--- config.mk ---
export PLATFORM = sky130hd
export DESIGN_NAME = system_clock_source_startup
export DESIGN_NICKNAME = d
export VERILOG_FILES = /design/src/clock_startup_pkg.sv /design/src/system_clock_source_startup.sv
export SDC_FILE = /design/constraint.sdc
export NUM_CORES = 1
export LEC_CHECK = 0
export BUFFER_PORTS_ARGS = -buffer_cell sky130_fd_sc_hd__buf_2
export CAP_MARGIN = 20
export CORE_MARGIN = 2
export CORE_UTILIZATION = 45
export CTS_BUF_LIST = sky130_fd_sc_hd__clkbuf_8
export CTS_CLUSTER_DIAMETER = 30
export DETAILED_ROUTE_END_ITERATION = 10
export GPL_TIMING_DRIVEN = 0
export MAX_ROUTING_LAYER = met4
export PLACE_DENSITY = 0.64
export SLEW_MARGIN = 10
export SYNTH_ARGS = -nofsm -noshare
export SYNTH_HDL_FRONTEND = slang
export SYNTH_SLANG_ARGS = --single-unit
--- constraint.sdc ---
create_clock -name mclk -period 4.6 [get_ports mclk]
set_clock_uncertainty 0.2 [all_clocks]
set_input_delay 0.23 -clock mclk [delete_from_list [all_inputs] [get_ports mclk]]
set_output_delay 0.23 -clock mclk [all_outputs]
set_load 0.01 [all_outputs]
--- src/clock_startup_pkg.sv ---
// Constants and carriers for the clock source selection and start-up sequencer.
// Assumes a single 100 MHz mclk domain; fuse and oscillator ticks arrive synchronous.
package clock_startup_pkg;
   localparam logic [3:0] SRC_EXTERNAL = 4'h0;
   localparam logic [3:0] SRC_RC_8MHZ = 4'h2;
   localparam logic [3:0] SRC_LOWPOWER_128K = 4'h4;
   localparam logic [3:0] SRC_LOW_FREQ_XTAL = 4'h6;
   localparam int SRC_XTAL_BIT = 3;
   localparam logic [1:0] SUT_SHORT = 2'h0;
   localparam logic [1:0] SUT_4MS = 2'h1;
   localparam logic [1:0] SUT_64MS = 2'h2;
   localparam logic [1:0] SUT_RESERVED = 2'h3;
   localparam logic [3:0] SHIPPED_SOURCE = 4'h2;
   localparam logic [1:0] SHIPPED_STARTUP = 2'h2;
   localparam logic SHIPPED_DIV8 = 1'b0;
   localparam logic FUSE_PROGRAMMED = 1'b0;
   localparam logic [15:0] WAKE_CLOCKS = 16'h0006;
   localparam logic [15:0] RESET_CLOCKS = 16'h000E;
   localparam logic [15:0] LFX_SHORT_CLOCKS = 16'h0400;
   localparam logic [15:0] LFX_LONG_CLOCKS = 16'h8000;
   localparam logic [15:0] XT_RES_FAST_CLOCKS = 16'h0102;
   localparam logic [15:0] XT_RES_CLOCKS = 16'h0400;
   localparam logic [15:0] XT_CRYSTAL_CLOCKS = 16'h4000;
   localparam logic [13:0] WDOG_4MS_CYCLES = 14'h0200;
   localparam logic [13:0] WDOG_64MS_CYCLES = 14'h2000;
   localparam logic [13:0] WDOG_NONE = 14'h0000;
   localparam logic [7:0] TRIM_RESET = 8'h00;

   typedef enum logic [2:0] {
      SRC_EXT = 3'b000,
      SRC_RC = 3'b001,
      SRC_LP = 3'b010,
      SRC_LFX = 3'b011,
      SRC_XTAL = 3'b100,
      SRC_BAD = 3'b101
   } source_e;

   typedef struct packed {
      logic [3:0] clock_source_select_fuses;
      logic [1:0] startup_time_fuses;
      logic divide_by_eight_fuse;
      logic reset_pin_disable_fuse;
   } fuses_s;

   typedef struct packed {
      logic core_clock;
      logic peripheral_clock;
      logic flash_interface_clock;
      logic converter_clock;
   } clock_gates_s;
endpackage

--- src/system_clock_source_startup.sv ---
// Clock source decode, start-up delay sequencing, trim register and domain gating.
// Assumes fuses stable after power-up, tick inputs are one-cycle pulses in mclk.
//
// Operation
// - Decode four-bit source field into external, RC, 128 kHz, low-freq crystal, crystal.
// - Fuse bit one means unprogrammed, zero means programmed.
// - Power-down wake waits selected-source cycles before releasing execution.
// - Reset adds 512 or 8192 watchdog-oscillator cycles for 4 or 64 ms options.
// - External clock: wake 6 clocks; reset 14, 14+4 ms, 14+64 ms; 11 reserved.
// - RC and 128 kHz use the same start-up encoding as external clock.
// - Reset pin disabled with internal oscillator code 00 stretches reset to 14+4 ms.
// - Every reset loads the factory calibration byte into the trim register.
// - Software may overwrite the trim register; the RC trim follows it.
// - Watchdog and reset time-out always count the watchdog oscillator.
// - Shipped defaults: source 0010, start-up 10, divide-by-eight programmed.
// - Sleep mode gates unused clocks; halted core clock stops core state.
// - Some external interrupts are detected asynchronously while peripheral clock stops.
// - Converter clock runs on its own while core and peripheral clocks halt.
// - Flash interface clock is gated in step with the core clock.
`timescale 1ns/1ps
module system_clock_source_startup
   import clock_startup_pkg::*;
(
   input wire logic mclk,
   input wire logic reset,
   input wire fuses_s fuses,
   input wire logic use_shipped_fuses,
   input wire logic source_tick,
   input wire logic watchdog_tick,
   input wire logic wake_request,
   input wire logic [7:0] factory_trim,
   input wire logic trim_write,
   input wire logic [7:0] trim_write_data,
   input wire logic sleep_core,
   input wire logic sleep_peripheral,
   input wire logic sleep_converter,
   input wire logic async_interrupt,
   output logic [2:0] selected_source,
   output logic source_reserved,
   output logic div8_active,
   output logic [7:0] rc_trim_register,
   output logic run,
   output logic internal_reset,
   output clock_gates_s gates,
   output logic wake_from_interrupt,
   output logic watchdog_clock_tick
);
   typedef enum logic [1:0] {
      ST_RESET = 2'b00,
      ST_SOURCE = 2'b01,
      ST_WDOG = 2'b10,
      ST_RUN = 2'b11
   } seq_e;

   fuses_s f;
   source_e src;
   logic internal_osc;
   logic [15:0] wake_target;
   logic [13:0] wdog_target;
   logic [15:0] src_count;
   logic [13:0] wdog_count;
   logic from_reset;
   seq_e state;
   logic reserved_code;
   logic [15:0] source_target;
   logic source_done;
   logic wdog_done;

   always_comb begin
      if (use_shipped_fuses) begin
         f = '{SHIPPED_SOURCE, SHIPPED_STARTUP, SHIPPED_DIV8, ~FUSE_PROGRAMMED};
      end else begin
         f = fuses;
      end
   end

   always_comb begin
      if (f.clock_source_select_fuses[SRC_XTAL_BIT]) begin
         src = SRC_XTAL;
      end else begin
         case (f.clock_source_select_fuses)
            SRC_EXTERNAL: src = SRC_EXT;
            SRC_RC_8MHZ: src = SRC_RC;
            SRC_LOWPOWER_128K: src = SRC_LP;
            SRC_LOW_FREQ_XTAL: src = SRC_LFX;
            default: src = SRC_BAD;
         endcase
      end
   end

   assign internal_osc = (src == SRC_RC) || (src == SRC_LP);

   // Delay table; the reset path counts the fixed 14 clocks in place of the wake count
   always_comb begin
      wake_target = WAKE_CLOCKS;
      wdog_target = WDOG_NONE;
      case (src)
         SRC_EXT, SRC_RC, SRC_LP: begin
            wake_target = WAKE_CLOCKS;
            case (f.startup_time_fuses)
               SUT_4MS: wdog_target = WDOG_4MS_CYCLES;
               SUT_64MS: wdog_target = WDOG_64MS_CYCLES;
               default: wdog_target = WDOG_NONE;
            endcase
            if (internal_osc && f.startup_time_fuses == SUT_SHORT &&
                f.reset_pin_disable_fuse == FUSE_PROGRAMMED) begin
               wdog_target = WDOG_4MS_CYCLES;
            end
         end
         SRC_LFX: begin
            if (f.startup_time_fuses == SUT_64MS) begin
               wake_target = LFX_LONG_CLOCKS;
            end else begin
               wake_target = LFX_SHORT_CLOCKS;
            end
            if (f.startup_time_fuses == SUT_SHORT) begin
               wdog_target = WDOG_4MS_CYCLES;
            end else begin
               wdog_target = WDOG_64MS_CYCLES;
            end
         end
         SRC_XTAL: begin
            case ({f.clock_source_select_fuses[0], f.startup_time_fuses})
               3'h0: begin
                  wake_target = XT_RES_FAST_CLOCKS;
                  wdog_target = WDOG_4MS_CYCLES;
               end
               3'h1: begin
                  wake_target = XT_RES_FAST_CLOCKS;
                  wdog_target = WDOG_64MS_CYCLES;
               end
               3'h2: begin
                  wake_target = XT_RES_CLOCKS;
                  wdog_target = WDOG_NONE;
               end
               3'h3: begin
                  wake_target = XT_RES_CLOCKS;
                  wdog_target = WDOG_4MS_CYCLES;
               end
               3'h4: begin
                  wake_target = XT_RES_CLOCKS;
                  wdog_target = WDOG_64MS_CYCLES;
               end
               3'h5: begin
                  wake_target = XT_CRYSTAL_CLOCKS;
                  wdog_target = WDOG_NONE;
               end
               3'h6: begin
                  wake_target = XT_CRYSTAL_CLOCKS;
                  wdog_target = WDOG_4MS_CYCLES;
               end
               default: begin
                  wake_target = XT_CRYSTAL_CLOCKS;
                  wdog_target = WDOG_64MS_CYCLES;
               end
            endcase
         end
         default: begin
            wake_target = WAKE_CLOCKS;
            wdog_target = WDOG_NONE;
         end
      endcase
   end

   // Reserved codes decoded combinationally, so the first edge after
   // Reset already sees them; the registered status flag lags by one edge
   assign reserved_code = (src == SRC_BAD) ||
      (src != SRC_XTAL && f.startup_time_fuses == SUT_RESERVED);

   // Reset start-up counts the fixed 14 clocks, wake-up the table count
   assign source_target = from_reset ? RESET_CLOCKS : wake_target;
   assign source_done = (src_count >= source_target);
   assign wdog_done = (wdog_count >= wdog_target);

   always_ff @(posedge mclk) begin
      if (reset) begin
         state <= ST_RESET;
      end else begin
         case (state)
            ST_RESET: begin
               // Reserved codes never start, as no valid oscillator is known
               if (!reserved_code) begin
                  state <= ST_SOURCE;
               end
            end
            ST_SOURCE: begin
               if (source_done) begin
                  state <= from_reset ? ST_WDOG : ST_RUN;
               end
            end
            ST_WDOG: begin
               if (wdog_done) begin
                  state <= ST_RUN;
               end
            end
            ST_RUN: begin
               // Power-down wake re-times the selected source
               if (wake_request && sleep_core) begin
                  state <= ST_SOURCE;
               end
            end
            default: state <= ST_RESET;
         endcase
      end
   end

   // Selected-source cycle count; cleared outside its stage so a
   // Wake always starts from zero
   always_ff @(posedge mclk) begin
      if (reset) begin
         src_count <= '0;
      end else if (state != ST_SOURCE) begin
         src_count <= '0;
      end else if (source_tick) begin
         src_count <= src_count + 16'h0001;
      end
   end

   // Real-time part on the watchdog oscillator, never the source
   always_ff @(posedge mclk) begin
      if (reset) begin
         wdog_count <= '0;
      end else if (state != ST_WDOG) begin
         wdog_count <= '0;
      end else if (watchdog_tick) begin
         wdog_count <= wdog_count + 14'h0001;
      end
   end

   // Set by reset, cleared once the reset-only watchdog stage completes
   always_ff @(posedge mclk) begin
      if (reset) begin
         from_reset <= 1'b1;
      end else if (state == ST_WDOG && wdog_done) begin
         from_reset <= 1'b0;
      end
   end

   always_ff @(posedge mclk) begin
      if (reset) begin
         rc_trim_register <= TRIM_RESET;
      // Factory load wins over a software write in the same cycle
      end else if (state == ST_RESET) begin
         rc_trim_register <= factory_trim;
      end else if (trim_write) begin
         rc_trim_register <= trim_write_data;
      end
   end

   // Decoded source, reported one edge later
   always_ff @(posedge mclk) begin
      if (reset) begin
         selected_source <= SRC_EXT;
      end else begin
         selected_source <= src;
      end
   end

   always_ff @(posedge mclk) begin
      if (reset) begin
         source_reserved <= 1'b0;
      end else begin
         source_reserved <= reserved_code;
      end
   end

   // Programmed (zero) divide fuse turns the divider on
   always_ff @(posedge mclk) begin
      if (reset) begin
         div8_active <= 1'b0;
      end else begin
         div8_active <= (f.divide_by_eight_fuse == FUSE_PROGRAMMED);
      end
   end

   assign run = (state == ST_RUN);
   // Reset stays asserted through both stages of a reset start-up;
   // A wake from power-down only holds off run
   assign internal_reset = (state == ST_RESET) || (from_reset && state != ST_RUN);
   // Watchdog always sees its own oscillator, whatever the source
   assign watchdog_clock_tick = watchdog_tick;
   // Asynchronous wake path bypasses the peripheral clock
   assign wake_from_interrupt = async_interrupt;

   // One gate per domain; the flash domain takes the core
   // Sleep request so both clocks stop in step
   localparam int DOMAIN_COUNT = $bits(clock_gates_s);
   logic [DOMAIN_COUNT-1:0] domain_sleep;
   logic [DOMAIN_COUNT-1:0] domain_gate;
   assign domain_sleep = {sleep_core, sleep_peripheral, sleep_core, sleep_converter};
   for (genvar d = 0; d < DOMAIN_COUNT; d++) begin : g_domain
      assign domain_gate[d] = run && !domain_sleep[d];
   end
   assign gates = domain_gate;
endmodule

==> reports/metrics.yaml <==
synth_edf_count: 0
path_cells: "dlygate4sd3_1 -> buf_6 -> nor4b_1 -> nand2_1 -> o21ai_0 -> a21oi_1 -> ha_1 -> nand2_1 -> and4b_1 -> o41ai_2 -> a21oi_2 -> mux2_4"
critPathTopFamily: "simple AND/OR/NAND/NOR gates"
netlist.area_leader.share_pct: 36.3
layout_min_cycle_time_ps: 3310
hold_viol: 0
drive_above_1_share_pct: 19.4
rows: 27
cts.htree.levels: 2
die_x_um: 79.0
drv_cap: 0
path_max_fanout: 9
grt_start_max_net_pins: 14
syn_area_mm2: 0.00253
syn-instance-count: 304
rr_worst_depth: 8
tightest_slew_ps: 549
ios: 56
crit_top_cell: "nand2_1"
slew_headroom_pct: 62.9
outcome: "finished clean"
cts_resized: 0
fin_util_pct: 56.0
cp-start-kind: "input port"
synth-seq-area-share_pct: 36.3
dp_hpwl_um: 3900
grt_pass1_vias: 2005
synth_cell_types: 44
cp-startpoint: "use_shipped_fuses"
hold_path_class: "input port to register"
reg2reg_slack_ps: 2210
critical_path_class: "input port to register"
yosysMostFrequentCell: "nor2_1"
setup_viol: 0
wl_um: 5270
clk_pin_slew_ps: 80
clock_sinks: 46
cts_buffers: 5
required_ps: 4590
yosysWarnings: 0
synth_common_cells: "nor2_1, dfxtp_1, a21oi_1, nand2_1, ha_1"
core_mm2: 0.00547
drc: 0
r2r_end: "state[0]$_SDFFE_PP0P_"
cp_slowest_cell: "dlygate4sd3_1"
rsz0062_at_grt: "false"
grt_usage_pct: 17.9
die-area_mm2: 0.00625
grt_pass1_wl_um: 8840
diodes: 0
num_vias: 2244
peakVddDrop_mv: 0.156
fin_nets: 422
drtIter0Drc: 100
synth_top_area_cell: "dfxtp_1"
r2r_start: "from_reset$_SDFFE_PP1P_"
area_delta_synth_final_pct: 21.0
synth_top_flop_cell: "dfxtp_1"
ys_async_sr_fraction_pct: 0
synth_seq_cells: 46
first_pass_iters: 8
fp.dieH_um: 79.0
fmax_mhz: 302
synth_fp_nets: 355
hold_depth: 3
critPathMaxStageDelay_ps: 550
clk_path_buf_depth: 2
fin_setup_tns_ps: 0
io_buffers: 50
pwr_density_cell_mw_per_mm2: 316
hold_ws_ps: 70.3
finalPower_uw: 969
crit_buf_inv: 2
crit_arrival_ps: 3300
cts-root-buf: "clkbuf_8"
antenna_found_initial: 0
drt-vias-per-instance: 5.05
hold-path-endpoint: "selected_source[1]$_SDFF_PP0_"
clk_latency_ps: 290
cp-end-kind: "register"
grt-ovfl-total: 0
period_share_pct: 71.9
slew_viol_final: 0
ant_nets: 0
leakage_nw: 1.28
place_congestion: 0.836
syn_avg_cell_area_um2: 8.33
wire_per_inst_um: 11.9
synthTopCellsByArea: "dfxtp_1, ha_1, nor2_1, xor2_1, mux2i_1"
cts_tree: "built"
min_from: "fuses[7]"
initial_utilization_pct: 46.3
kinds of logic after synthesis:
| kind of cell | Yosys count | synth area share (%) |
|---|---|---|
| muxes | 14 | 5.78 |
| buffers and inverters | 30 | 5.33 |
| DFF | 46 | 36.3 |
| AOI/OAI and AO/OA | 47 | 12.2 |
| adders and majority gates | 16 | 7.90 |
| xor gates and xnor gates | 23 | 7.95 |
| and+or+nand+nor | 128 | 24.5 |
sequential cells by signal, summed over array words and instances, names as in the netlist:
| signal | cells |
|---|---|
| div8_active | 1 |
| from_reset | 1 |
| rc_trim_register | 8 |
| selected_source | 3 |
| source_reserved | 1 |
| src_count | 16 |
| state | 2 |
| wdog_count | 14 |
how the worst max path moves through the flow:
| stage | end | cells past startpoint |
|---|---|---|
| detailed placement | state[0]$_SDFFE_PP0P_ | 12 |
| floorplan | state[0]$_SDFFE_PP0P_ | 12 |
| CTS | state[0]$_SDFFE_PP0P_ | 13 |
| global placement | state[0]$_SDFFE_PP0P_ | 12 |
| finish | state[0]$_SDFFE_PP0P_ | 12 |
| global route | state[0]$_SDFFE_PP0P_ | 12 |
where the power goes:
group / switching [mW] / internal [mW] / leakage (nW)
clock network: 0.129 / 0.119 / 0.0524
logic: 0.151 / 0.117 / 0.855
registers: 0.0207 / 0.432 / 0.374
total: 0.301 / 0.668 / 1.28
worst register-to-register path, cell delays in order (launching register included):
cell       delay [ps]
dfxtp_1           360
inv_1             120
o2111ai_1         130
ha_1              390
nand2_1            80
nor4_1            300
o21ai_0           180
a21oi_2           210
mux2_4            310
routing by layer:
metal	routed length, µm	track usage (%)	vias to the layer above
li1	-	-	1175
met1	2680	23.8	1004
met2	2260	28.0	58
met3	268	3.75	7
met4	54	4.48	0
met5	0	-	-
cell type report:
class	instances	area, µm²
fillers	525	2410
multi-input cells	228	1480
repair buffers	60	350
well taps	72	90.1
inverters	14	52.6
clock buffers	6	82.6
plain buffers	16	82.6
flip-flops and latches	46	921
clock inverters	2	8.76
repair_timing:
action	CTS	global route
setup endpoints to repair	0	0
endpoints found under the hold margin	10	0
buffers inserted	0	0
hold buffers	10	0
stage by stage:
step / setup slack, ps / area, µm² / std cells
finish: 1290 / 3070 / 444
global route: 1110 / 3070 / 444
CTS: 1320 / 3070 / 444
detailed placement: 1600 / 2870 / 426
global placement: 1580 / 2870 / 426
floorplan: 1830 / 2530 / 304
layout by cell type, fill, tap and decap left out, types with 10 or more instances in the layout:
cell type	n
mux2i_1	12
dlygate4sd3_1	10
buf_2	53
nand2_1	22
dfxtp_1	46
nand4_1	10
a21oi_1	23
xor2_1	15
inv_1	15
ha_1	16
nor2_1	52
No activity file was read; power rests on OpenSTA's default activity.
